==> src/hw/pis_regs.svh <==
// constants of the priority interrupt system
`ifndef PIS_REGS_SVH
`define PIS_REGS_SVH

`define PIS_W            24
`define PIS_NTRAP        8
`define PIS_NLEV         56
`define PIS_IDXW         6
`define PIS_PRIW         7
`define PIS_NONE         7'h38
// installed levels per external group, one bit per level
`define PIS_G1_INSTALLED 24'hffffff
`define PIS_G2_INSTALLED 24'hffffff
// vector words: traps at octal 60, group 1 at octal 70, group 2 at octal 120
`define PIS_VEC_TRAP     16'h0030
`define PIS_VEC_G1       16'h0038
`define PIS_VEC_G2       16'h0050
// forced execute-memory operation code, value is arbitrary
`define PIS_EXM_OPCODE   8'h5a
`define PIS_MODE_BIT     20

`endif

==> src/hw/pis_pkg.sv <==
// types of the priority interrupt system
package pis_pkg;
   typedef enum logic [3:0] {
      PIS_OP_WRITE_CTRL_GROUP_ONE    = 4'h0,
      PIS_OP_WRITE_CTRL_GROUP_TWO    = 4'h1,
      PIS_OP_READ_CTRL_GROUP_ONE     = 4'h2,
      PIS_OP_READ_CTRL_GROUP_TWO     = 4'h3,
      PIS_OP_SOFT_TRIGGER_GROUP_ONE  = 4'h4,
      PIS_OP_SOFT_TRIGGER_GROUP_TWO  = 4'h5,
      PIS_OP_READ_REQ_GROUP_ONE      = 4'h6,
      PIS_OP_READ_REQ_GROUP_TWO      = 4'h7,
      PIS_OP_HOLD_EXTERNAL           = 4'h8,
      PIS_OP_RELEASE_EXTERNAL        = 4'h9,
      PIS_OP_SAVE_AND_BRANCH_ENTRY   = 4'ha,
      PIS_OP_RETURN_AND_RESET_LEVEL  = 4'hb,
      PIS_OP_NONE                    = 4'hf
   } pis_op_t;
endpackage

==> src/hw/pis_top.sv <==
// priority interrupt system: traps, two external groups, vector entry
`timescale 1ns/100ps
`include "pis_regs.svh"

// What this block does
// - each level has its own vector word: traps 60-67, groups 70-117, 120-147 octal.
// - traps always armed and enabled; external levels need arm and enable.
// - trap goes active on its trigger when no higher level is active.
// - group registers are 8, 16 or 24 bits by installed levels.
// - register bit n belongs to level n of the group.
// - control write copies E to arm mask, A to enable mask.
// - arm one arms, zero disarms; enable one enables, zero inhibits.
// - status reads return masks or request/active without changing them.
// - soft trigger ORs E into request and A into active.
// - a software request bit waits even on a disarmed level, but activates only once the level is armed and enabled.
// - a software active bit activates when no higher level is active.
// - trigger on armed level makes it waiting; disarmed trigger is dropped.
// - waiting inhibited level waits; enabled activates at instruction end unless blocked.
// - inhibited active level is permissive; lower levels may then activate.
// - new trigger at permissive level is kept until it is enabled again.
// - hold blocks activation of all non-active external levels until release.
// - trigger during a protected instruction waits one more instruction.
// - in state zero activation forces an execute-memory of the vector word.
// - the running instruction finishes before entry.
// - save-and-branch puts paging mode in bit 20; return restores it.
// - return-and-reset clears highest non-permissive active level unless held.
// - traps cleared only by return; externals also by control write or clear.
// - priority runs from trap 0 down to group 2 level 23.
module pis_top
   import pis_pkg::*;
(
   // clock and master clear
   input  wire logic                  clk_sys,
   input  wire logic                  resetn,
   // interrupt instructions from the microcode
   input  wire logic                  op_valid,
   input  wire pis_op_t               op_code,
   input  wire logic [`PIS_W-1:0]     e_in,
   input  wire logic [`PIS_W-1:0]     a_in,
   input  wire logic [`PIS_W-1:0]     ret_addr,
   // processor status
   input  wire logic                  instr_done,
   input  wire logic                  instr_protected,
   input  wire logic                  state_zero,
   input  wire logic                  user_mode,
   // trigger sources
   input  wire logic [`PIS_NTRAP-1:0] trap_trig,
   input  wire logic [`PIS_W-1:0]     ext_trig_g1,
   input  wire logic [`PIS_W-1:0]     ext_trig_g2,
   // status read answers
   output logic                       rd_valid,
   output logic [`PIS_W-1:0]          e_out,
   output logic [`PIS_W-1:0]          a_out,
   // interrupt entry and exit
   output logic                       entry_valid,
   output logic [`PIS_W-1:0]          entry_word,
   output logic                       save_valid,
   output logic [`PIS_W-1:0]          save_word,
   output logic                       mode_valid,
   output logic                       mode_user,
   // indicators
   output logic                       int_active,
   output logic                       hold_state
);

   function automatic logic [`PIS_PRIW-1:0] pri_first(input logic [`PIS_NLEV-1:0] v);
      logic [`PIS_PRIW-1:0] r;
      r = `PIS_NONE;
      for (int i = `PIS_NLEV - 1; i >= 0; i--) begin
         if (v[i]) begin
            r = `PIS_PRIW'(i);
         end
      end
      return r;
   endfunction

   function automatic logic [`PIS_NLEV-1:0] one_hot(input logic [`PIS_PRIW-1:0] idx);
      logic [`PIS_NLEV-1:0] r;
      r = '0;
      for (int i = 0; i < `PIS_NLEV; i++) begin
         r[i] = (idx == `PIS_PRIW'(i));
      end
      return r;
   endfunction

   logic [1:0][`PIS_W-1:0]     arm_mask_reg;
   logic [1:0][`PIS_W-1:0]     enable_mask_reg;
   logic [1:0][`PIS_W-1:0]     request_pending_reg;
   logic [1:0][`PIS_W-1:0]     active_levels_reg;
   logic [1:0][`PIS_W-1:0]     force_reg;
   logic [1:0][`PIS_W-1:0]     installed;
   logic [`PIS_NTRAP-1:0]      trap_pend_reg;
   logic [`PIS_NTRAP-1:0]      trap_act_reg;
   logic [1:0][`PIS_W-1:0]     sync1_reg;
   logic [1:0][`PIS_W-1:0]     sync2_reg;
   logic [1:0][`PIS_W-1:0]     sync3_reg;
   logic [1:0][`PIS_W-1:0]     rise;
   logic                       hold_reg;
   logic                       entry_pend_reg;
   logic [`PIS_PRIW-1:0]       entry_idx_reg;
   logic [`PIS_NLEV-1:0]       blk;
   logic [`PIS_NLEV-1:0]       cand;
   logic [`PIS_NLEV-1:0]       act_1h;
   logic [`PIS_NLEV-1:0]       brl_1h;
   logic [`PIS_PRIW-1:0]       hb;
   logic [`PIS_PRIW-1:0]       cidx;
   logic [`PIS_PRIW-1:0]       issue_idx;
   logic                       act_now;
   logic                       ext_go;
   logic                       brl_op;
   logic                       issue;
   logic [1:0]                 wr_ctrl;
   logic [1:0]                 soft_trig;
   logic [1:0][`PIS_W-1:0]     ext_cand;
   logic [`PIS_W-1:0]          vec_addr;

   // bits beyond the installed levels never hold state
   assign installed[0] = `PIS_G1_INSTALLED;
   assign installed[1] = `PIS_G2_INSTALLED;

   assign wr_ctrl[0]   = op_valid && op_code == PIS_OP_WRITE_CTRL_GROUP_ONE;
   assign wr_ctrl[1]   = op_valid && op_code == PIS_OP_WRITE_CTRL_GROUP_TWO;
   assign soft_trig[0] = op_valid && op_code == PIS_OP_SOFT_TRIGGER_GROUP_ONE;
   assign soft_trig[1] = op_valid && op_code == PIS_OP_SOFT_TRIGGER_GROUP_TWO;
   assign brl_op       = op_valid && op_code == PIS_OP_RETURN_AND_RESET_LEVEL;

   // two-stage synchroniser, edge taken between stages two and three
   always_ff @(posedge clk_sys) begin
      if (!resetn) begin
         sync1_reg <= '0;
         sync2_reg <= '0;
         sync3_reg <= '0;
      end else begin
         sync1_reg <= {ext_trig_g2, ext_trig_g1};
         sync2_reg <= sync1_reg;
         sync3_reg <= sync2_reg;
      end
   end
   assign rise = sync2_reg & ~sync3_reg;

   // no external activation at the end of a protected instruction
   assign ext_go = instr_done && !instr_protected;

   // waiting, armed, enabled, not held; soft active bits bypass masks
   always_comb begin
      for (int g = 0; g < 2; g++) begin
         ext_cand[g] = ((request_pending_reg[g] & arm_mask_reg[g] & enable_mask_reg[g]
                        & ~active_levels_reg[g]) | force_reg[g])
                       & {`PIS_W{ext_go && !hold_reg}};
      end
   end

   // bit n is level n; permissive and not-yet-entered levels do not block
   // soft active bits stay out of blk until entered, else they would mask their own entry
   assign blk  = {active_levels_reg[1] & enable_mask_reg[1] & ~force_reg[1],
                  active_levels_reg[0] & enable_mask_reg[0] & ~force_reg[0],
                  trap_act_reg};
   // traps need no masks and are taken at once
   assign cand = {ext_cand[1], ext_cand[0], trap_pend_reg & ~trap_act_reg};
   assign hb   = pri_first(blk);
   assign cidx = pri_first(cand);
   // only a level above the highest blocking one activates
   assign act_now = cidx < hb;
   assign act_1h  = one_hot(cidx) & {`PIS_NLEV{act_now}};
   // highest non-permissive active level, never while held
   assign brl_1h  = one_hot(hb) & {`PIS_NLEV{brl_op && !hold_reg}};

   // control write loads the masks bit for bit
   always_ff @(posedge clk_sys) begin
      if (!resetn) begin
         arm_mask_reg    <= '0;
         enable_mask_reg <= '0;
      end else begin
         for (int g = 0; g < 2; g++) begin
            if (wr_ctrl[g]) begin
               arm_mask_reg[g]    <= e_in & installed[g];
               enable_mask_reg[g] <= a_in & installed[g];
            end
         end
      end
   end

   // armed edges and soft bits wait; a new edge beats the clear
   // an edge landing as its level activates is kept, so the level is served again
   always_ff @(posedge clk_sys) begin
      if (!resetn) begin
         request_pending_reg <= '0;
      end else begin
         for (int g = 0; g < 2; g++) begin
            request_pending_reg[g] <= ((request_pending_reg[g]
                                        & ~act_1h[`PIS_NTRAP + g*`PIS_W +: `PIS_W])
                                       | (rise[g] & arm_mask_reg[g])
                                       | (e_in & {`PIS_W{soft_trig[g]}}))
                                      & installed[g];
         end
      end
   end

   // active set by activation or soft OR; cleared by return or disarm
   always_ff @(posedge clk_sys) begin
      if (!resetn) begin
         active_levels_reg <= '0;
         force_reg         <= '0;
      end else begin
         for (int g = 0; g < 2; g++) begin
            active_levels_reg[g] <= ((active_levels_reg[g]
                                      & ~brl_1h[`PIS_NTRAP + g*`PIS_W +: `PIS_W]
                                      & ~({`PIS_W{wr_ctrl[g]}} & ~e_in))
                                     | act_1h[`PIS_NTRAP + g*`PIS_W +: `PIS_W]
                                     | (a_in & {`PIS_W{soft_trig[g]}}))
                                    & installed[g];
            force_reg[g] <= ((force_reg[g] & ~act_1h[`PIS_NTRAP + g*`PIS_W +: `PIS_W]
                              & ~brl_1h[`PIS_NTRAP + g*`PIS_W +: `PIS_W])
                             | (a_in & {`PIS_W{soft_trig[g]}})) & installed[g];
         end
      end
   end

   // traps leave the active state only through return-and-reset
   always_ff @(posedge clk_sys) begin
      if (!resetn) begin
         trap_pend_reg <= '0;
         trap_act_reg  <= '0;
      end else begin
         trap_pend_reg <= (trap_pend_reg & ~act_1h[`PIS_NTRAP-1:0]) | trap_trig;
         trap_act_reg  <= (trap_act_reg & ~brl_1h[`PIS_NTRAP-1:0]) | act_1h[`PIS_NTRAP-1:0];
      end
   end

   // hold set and cleared only by its two instructions
   always_ff @(posedge clk_sys) begin
      if (!resetn) begin
         hold_reg <= 1'b0;
      end else if (op_valid && op_code == PIS_OP_HOLD_EXTERNAL) begin
         hold_reg <= 1'b1;
      end else if (op_valid && op_code == PIS_OP_RELEASE_EXTERNAL) begin
         hold_reg <= 1'b0;
      end
   end

   // entry waits for the end of an unprotected instruction
   assign issue     = (entry_pend_reg || act_now) && ext_go;
   assign issue_idx = act_now ? cidx : entry_idx_reg;

   // vector words of the three ranges lie back to back
   assign vec_addr = `PIS_W'(`PIS_VEC_TRAP) + `PIS_W'(issue_idx);

   always_ff @(posedge clk_sys) begin
      if (!resetn) begin
         entry_pend_reg <= 1'b0;
         entry_idx_reg  <= `PIS_NONE;
      end else if (issue) begin
         entry_pend_reg <= 1'b0;
      end else if (act_now) begin
         entry_pend_reg <= 1'b1;
         entry_idx_reg  <= cidx;
      end
   end

   // forced execute-memory word, only in operational state zero
   always_ff @(posedge clk_sys) begin
      if (!resetn) begin
         entry_valid <= 1'b0;
         entry_word  <= '0;
      end else begin
         entry_valid <= issue && state_zero;
         if (issue && state_zero) begin
            entry_word <= {`PIS_EXM_OPCODE, vec_addr[15:0]};
         end
      end
   end

   // status reads copy without side effects
   always_ff @(posedge clk_sys) begin
      if (!resetn) begin
         rd_valid <= 1'b0;
         e_out    <= '0;
         a_out    <= '0;
      end else begin
         rd_valid <= 1'b0;
         if (op_valid) begin
            unique case (op_code)
               PIS_OP_READ_CTRL_GROUP_ONE, PIS_OP_READ_CTRL_GROUP_TWO: begin
                  rd_valid <= 1'b1;
                  e_out    <= arm_mask_reg[op_code == PIS_OP_READ_CTRL_GROUP_TWO];
                  a_out    <= enable_mask_reg[op_code == PIS_OP_READ_CTRL_GROUP_TWO];
               end
               PIS_OP_READ_REQ_GROUP_ONE, PIS_OP_READ_REQ_GROUP_TWO: begin
                  rd_valid <= 1'b1;
                  e_out    <= request_pending_reg[op_code == PIS_OP_READ_REQ_GROUP_TWO];
                  a_out    <= active_levels_reg[op_code == PIS_OP_READ_REQ_GROUP_TWO];
               end
               default: begin
               end
            endcase
         end
      end
   end

   // paging mode saved in bit 20 and handed back on return
   always_ff @(posedge clk_sys) begin
      if (!resetn) begin
         save_valid <= 1'b0;
         save_word  <= '0;
         mode_valid <= 1'b0;
         mode_user  <= 1'b0;
      end else begin
         save_valid <= op_valid && op_code == PIS_OP_SAVE_AND_BRANCH_ENTRY;
         mode_valid <= brl_op;
         if (op_valid && op_code == PIS_OP_SAVE_AND_BRANCH_ENTRY) begin
            save_word <= ret_addr;
            save_word[`PIS_MODE_BIT] <= user_mode;
         end
         if (brl_op) begin
            mode_user <= e_in[`PIS_MODE_BIT];
         end
      end
   end

   // panel lamp: any level active and enabled
   always_ff @(posedge clk_sys) begin
      if (!resetn) begin
         int_active <= 1'b0;
         hold_state <= 1'b0;
      end else begin
         int_active <= |blk;
         hold_state <= hold_reg;
      end
   end
endmodule

==> config.mk <==
export PLATFORM = sky130hd
export DESIGN_NAME = pis_top
export DESIGN_NICKNAME = d
export VERILOG_FILES = /design/src/hw/pis_pkg.sv /design/src/hw/pis_top.sv
export VERILOG_INCLUDE_DIRS = /design/src /design/src/hw
export SDC_FILE = /design/constraint.sdc
export NUM_CORES = 1
export LEC_CHECK = 0
export ABC_AREA = 1
export BUFFER_PORTS_ARGS = -buffer_cell sky130_fd_sc_hd__buf_4
export CORE_MARGIN = 3
export CORE_UTILIZATION = 59
export CTS_CLUSTER_DIAMETER = 150
export DETAILED_ROUTE_END_ITERATION = 7
export PLACE_DENSITY = 0.81
export SETUP_SLACK_MARGIN = 0.02
export SYNTH_ARGS = -nofsm -noshare
export SYNTH_HDL_FRONTEND = slang
export SYNTH_SLANG_ARGS = --single-unit
==> constraint.sdc <==
create_clock -name clk_sys -period 6 [get_ports clk_sys]
set_input_delay 1.2 -clock clk_sys [delete_from_list [all_inputs] [get_ports clk_sys]]
set_output_delay 1.2 -clock clk_sys [all_outputs]
set_load 0.01 [all_outputs]
==> metrics.txt, run 1 <==
Worst Setup SP=instr_protected; max-slew violations=0; drc violations=0; sequential share of the synthesized area=a little under half; ANT cells=0; placer congestion estimate=between 0.9 and 1; vias in the first global route=between 20,000 and 25,000; ys async rst share=0%; Vias/cell=between 5 and 6; status=finished, final reports clean; total number of vias=about 22,000; worst r2r src=active_levels_reg[46]; CTS tree=done; overall routing resource usage=between 30 and 40%; Pre-antenna DRT Iters=6; Post-Route WL=between 70,000 and 80,000 µm; Primary FF master, synth=dfxtp_1; worst-case clock buffer depth=3; Clk Latency, worst-skew pair=about 0.60 ns; Synth area leader=dfxtp_1; DPL Wire Length=50,030 µm; P&R area growth vs syn=21.70%; Crit. End Element=flop; RSZ-0062 raised after global routing=true; Post-Syn Area per Cell=roughly 7 µm²; Synth warnings=0; initial antenna violation count=3; CP max stage delay=about 0.25 ns; Post-synth top cells=729 x nand2_1, 544 x inv_1, 497 x dfxtp_1, 344 x nor2_1, 285 x a21oi_1; share of cells above drive strength 1=16.47%; CTS Root Cell=clkbuf_16; hold slack=0.4055 ns; cts bufs inserted=50; type of the worst min-delay path=reg -> reg; CP max-delay cell=nor2_4; max_cap viols=0; Clock transition at path regs=roughly 0.060 ns; min cycle time layout=5.719 ns; top-area cell type share of the netlist area=45.31%; Die W=198.9 µm; DP Cell Count=~3,800; initial drt markers=roughly 2,400; height of the die=between 150 and 200 µm; Fin Setup TNS=0 ns; grt ovf=0; most used cell, CP=nand2_1; Pwr per Cell Area=about 310 mW/mm²; required time of the critical path=approximately 6.4 ns; cell family with most CP delay=simple AND/OR/NAND/NOR gates; Pleak=around 0.012 µW; number of synthesized flops with an enable pin=0; Synth area leaders=dfxtp_1 45%, nand2_1 12%, inv_1 9.3%, a21oi_1 6.5%, nor2_1 5.9%; max_slew headroom=18.78%; largest net degree at the start of global routing=165; number of antenna-violating nets in the routed design=0; worst setup path category=in -> reg; setup slack after layout=between 0.2 and 0.3 ns; routed len/inst=19.04 µm; Yosys reg bits=between 400 and 500; Setup Skew=about 0.024 ns; DP Worst Slack=-0.2500 ns; I/O Buffers=between 200 and 250; Distinct cells, synth=44; first-pass GRT wire length=approximately 110,000 µm; Tcrit/Tclk final=approximately 95%; Core Area=0.03661 mm²; num rows=70; endpoints failing setup=0; Initial Utilization=about three fifths; I/O Pins=approximately 240; hold buffers post-CTS=0; final net count=3,520; top achievable clock speed=between 150 and 200 MHz; Layout Cells excl Fill=3,880; final hold vios=0; Num Clock Sinks=around 500; Hold Startpoint=sync1_reg[42]; gate count after technology mapping=~3,100; Peak VDD IR=0.0003055 V; CP arrival=between 6 and 7 ns; critical path startpoint category=primary input; crit path max fanout=6; cell with the most instances after synthesis=nand2_1; Worst-Margin Slew=about 1.2 ns; CP bufs+invs=6; mapped cell area=roughly 0.022 mm²; Die ar.=0.03957 mm²; H-tree Lvls=2
==> cell families (layout without fill, tap and decap cells) <==
logic type      Yosys count  count (layout)  share of synthesized area, %
flops                   497             497                         45.31
xor+xnor                  1               1                       0.03989
compound gates          676             676                         18.68
simple gates           1249            1250                         23.01
fa+ha+maj                 6               6                        0.3419
other cells               1              12                       0.01708
buf+inv                 717             970                         12.59
==> repair_timing <==
| action | in CTS | in global routing |
|---|---|---|
| setup buffers | 0 | 11 |
| setup endpoints to repair | 0 | 178 |
| resized for setup | 0 | 173 |
==> worst paths after layout <==
| kind | cells after the start | slack, ns | endpoint |
|---|---|---|---|
| max | 67 | 0.28 | force_reg[3] |
| min | 2 | 0.41 | sync2_reg[42] |
| max reg2reg | 59 | 0.56 | active_levels_reg[40] |
| min reg2reg | 2 | 0.41 | sync2_reg[42] |
==> cells in the final DEF, fill, tap and decap left out, types with 11 or more instances in the layout <==
cell	count
nand2_4	16
dfxtp_1	497
o211ai_1	49
clkbuf_16	53
a221oi_1	48
a21oi_1	263
nor2_1	334
inv_2	11
nand3_1	52
nor3_1	46
nand4_1	45
buf_6	14
nor2_4	15
a31oi_1	73
a22o_1	17
inv_1	538
o21ai_0	101
buf_4	306
clkbuf_1	14
a211oi_1	52
a21oi_2	24
conb_1	12
a22oi_1	24
nand2_1	657
nand2_2	60
==> where the power goes <==
part	total (µW)	internal [µW]	leakage [µW]	switching [µW]
logic	1740	634	0.00725	1100
registers	3520	3440	0.00405	79.5
clock network	3150	1850	0.000816	1300
==> layer usage <==
metal / wire (µm) / global-route usage (%) / up-vias
met5: 43 / 0 / -
met4: 3225 / 15.96 / 6
met3: 7243 / 6.606 / 229
met2: 34220 / 58.73 / 1187
met1: 29150 / 46.46 / 10348
li1: - / - / 10490
==> through the flow <==
stage	area [µm²]	total power (µW)	utilization (%)
after floorplan	22000	4359	-
after global placement	24380	4975	66.58
after detailed placement	24380	4996	66.58
after CTS	26020	8094	71.08
after global routing	26720	8676	73.00
final	26720	8404	73.00
==> worst reg2reg max path: cells and delay by family, from the launching register on <==
kind	cells	cell delay, ns
and+or+nand+nor	53	3.86
buffers and inverters	1	0.07
DFF	1	0.35
AOI/OAI and AO/OA	5	0.99
==> area by class of cell <==
class,count,area (µm²)
Clock inverter,13,143.9
Sequential cell,497,9950
Inverter,554,2110
Tap cell,468,585.6
Multi-Input combinational cell,1945,9843
Fill cell,2927,9886
Clock buffer,76,1503
Timing Repair Buffer,327,2590
Note: power is estimated with default switching activity, not from simulation.
==> inputs of run 2 (changes only) <==
--- a/config.mk
+++ b/config.mk
@@ -7,11 +7,11 @@
 export NUM_CORES = 1
 export LEC_CHECK = 0
 export ABC_AREA = 1
-export BUFFER_PORTS_ARGS = -buffer_cell sky130_fd_sc_hd__buf_4
-export CORE_MARGIN = 3
-export CORE_UTILIZATION = 59
+export CORE_UTILIZATION = 64
+export CTS_BUF_LIST = sky130_fd_sc_hd__clkbuf_16
 export CTS_CLUSTER_DIAMETER = 150
 export DETAILED_ROUTE_END_ITERATION = 7
+export DONT_BUFFER_PORTS = 1
 export PLACE_DENSITY = 0.81
 export SETUP_SLACK_MARGIN = 0.02
 export SYNTH_ARGS = -nofsm -noshare
==> run 2 against run 1 <==
Effect of this change: the flow now finishes with violations (DRC); die area shrank 11%; count of clock-buffer cells in the layout down 27; total power fell by 9.0%; hold slack improved by 0.0056 ns; clock power fell by 12%; global-route usage grew 3.4 points; critical endpoint is now active_levels_reg[40].
==> metrics.txt, run 2 (same netlist as run 1, synthesis figures left out) <==
Tcrit/Tclk final=91.62% (-3.7 points); share of cells above drive strength 1=7.036% (-9.4 points); worst setup path category=reg -> reg; num rows=67 (-4.3%); total power=7648 µW (-9.0%); endpoints failing setup=0 (unchanged); Num Clock Sinks=497 (unchanged); hold slack=0.4112 ns (+0.005630 ns); DP Cell Count=3,520 (-6.9%); height of the die=187.2 µm (-5.9%); critical path startpoint category=flop; top achievable clock speed=181.9 MHz (+4.0%); Initial Utilization=65.32% (+5.3 points); max_cap viols=0 (unchanged); vias in the first global route=19,942 (-5.5%); Layout Cells excl Fill=3,604 (-7.1%); DP Worst Slack=-0.06967 ns (+0.1803 ns); Post-Route WL=70,680 µm (-4.3%); grt ovf=0 (unchanged); worst-case clock buffer depth=3 (unchanged); max_slew headroom=16.70% (-2.1 points); Peak VDD IR=0.0002266 V (-26%); min cycle time layout=5.497 ns (-0.2214 ns); most common cell after layout, fill and taps aside=nand2_1; hold buffers post-CTS=0 (unchanged); CP arrival=5.93 ns (-0.21 ns); Pre-antenna DRT Iters=8 (+2); final hold vios=0 (unchanged); Clock transition at path regs=0.06 ns (about the same); I/O Pins=242 (unchanged); DPL Wire Length=47,820 µm (-4.4%); type of the worst min-delay path=reg -> reg; cts bufs inserted=49 (-2.0%); overall routing resource usage=39.27% (+3.4 points); CP max-delay cell=nand2_1; Die W=187.2 µm (-5.9%); drc violations=3 (+3); routed len/inst=19.61 µm (+3.0%); final net count=3,272 (-7.0%); most frequent cells in the layout=703 x nand2_1, 553 x inv_1, 497 x dfxtp_1; number of antenna-violating nets in the routed design=0 (unchanged); P&R area growth vs syn=9.960%; Clk Latency, worst-skew pair=0.59 ns (about the same); Pleak=0.01063 µW (-12%); I/O Buffers=0 (-100%); CP max stage delay=0.41 ns (+0.16 ns); placer congestion estimate=0.9907 (+0.51%); crit path max fanout=4 (-2); Worst-Margin Slew=1.250 ns (+0.03115 ns); Die ar.=0.03506 mm² (-11%); first-pass GRT wire length=108,300 µm (-3.3%); Core Area=0.03362 mm² (-8.2%); Crit. End Element=flop; status=finished, violations left; largest net degree at the start of global routing=216 (+31%); CTS Root Cell=clkbuf_16; RSZ-0062 raised after global routing=true; Pwr per Cell Area=316.8 mW/mm² (+0.73%); CTS tree=done; total number of vias=21,339 (-4.1%); initial drt markers=2,710 (+13%); Util after Layout=71.83% (-1.2 points); H-tree Lvls=2 (unchanged); Vias/cell=5.921 (+3.2%); most used cell, CP=nand2_1; initial antenna violation count=3 (unchanged); max-slew violations=0 (unchanged); Setup Skew=0.01620 ns (-0.007556 ns); failing checks=DRC; setup slack after layout=0.5026 ns (+0.2215 ns); required time of the critical path=6.43 ns (about the same); # fillers=2,826 (-3.5%); R2R Setup Slk=0.50 ns (-0.06 ns)
run 2: cell types whose count changed in the layout (fill, tap and decap cells not counted), moves of 6 or more:
cell      change
a21oi_1      +15
inv_1        +15
nand2_2      -35
buf_6        -10
buf_4       -234
clkbuf_8      -9
nor2_4        -6
clkbuf_1     -14
nand2_4       -9
a21oi_2      -15
clkinv_1     +12
nand2_1      +46
run 2: worst paths after layout:
check | start | depth (start not counted) | end
worst min-delay path | sync1_reg[19] | 2 | sync2_reg[19]
worst max register to register | enable_mask_reg[46] | 59 | active_levels_reg[40]
worst max-delay path | enable_mask_reg[46] | 59 | active_levels_reg[40]
worst min register to register | sync1_reg[19] | 2 | sync2_reg[19]
run 2: layout make-up:
cell class	count	area [µm²]	share of cell area, %
diodes	1	2.502	0.01036
clock buffers	49	1226	5.078
clock inverters	30	143.9	0.5959
inverters	554	2090	8.654
multi-input cells	1946	9528	39.46
flip-flops and latches	497	9950	41.21
well taps	448	560.5	2.321
repair buffers	79	645.6	2.674
run 2: timing repair:
action	4_1_cts	5_1_grt
setup endpoints to repair	0	143
gates resized for setup	0	56
setup buffers	0	2
run 2: layer usage:
layer / GRT usage, % / vias to the layer above / wire length [µm]
met5: 0 / - / 14
met4: 17.24 / 2 / 2913
met3: 8.180 / 225 / 7795
met2: 63.53 / 1233 / 32070
met1: 50.64 / 9879 / 27890
li1: - / 10000 / -
run 2: critical path: cells and delay by family (launching register included):
family,cells,cell delay (ns)
AOI/OAI and AO/OA,5,0.96
buffers and inverters,1,0.06
DFF,1,0.39
and+or+nand+nor,53,3.95
run 2: power by group:
part / total, µW / switching (µW) / internal [µW]
Sequential: 3530 / 97.0 / 3440
Clock: 2760 / 1260 / 1500
Combinational: 1350 / 915 / 438
run 2: metrics by stage:
step / instance area [µm²] / TNS [ns]
2_1_floorplan: 22000 / 0
3_3_place_gp: 22530 / -0.01981
3_5_place_dp: 22530 / -0.2478
4_1_cts: 23900 / 0
5_1_grt: 24140 / -0.1373
6_report: 24150 / 0
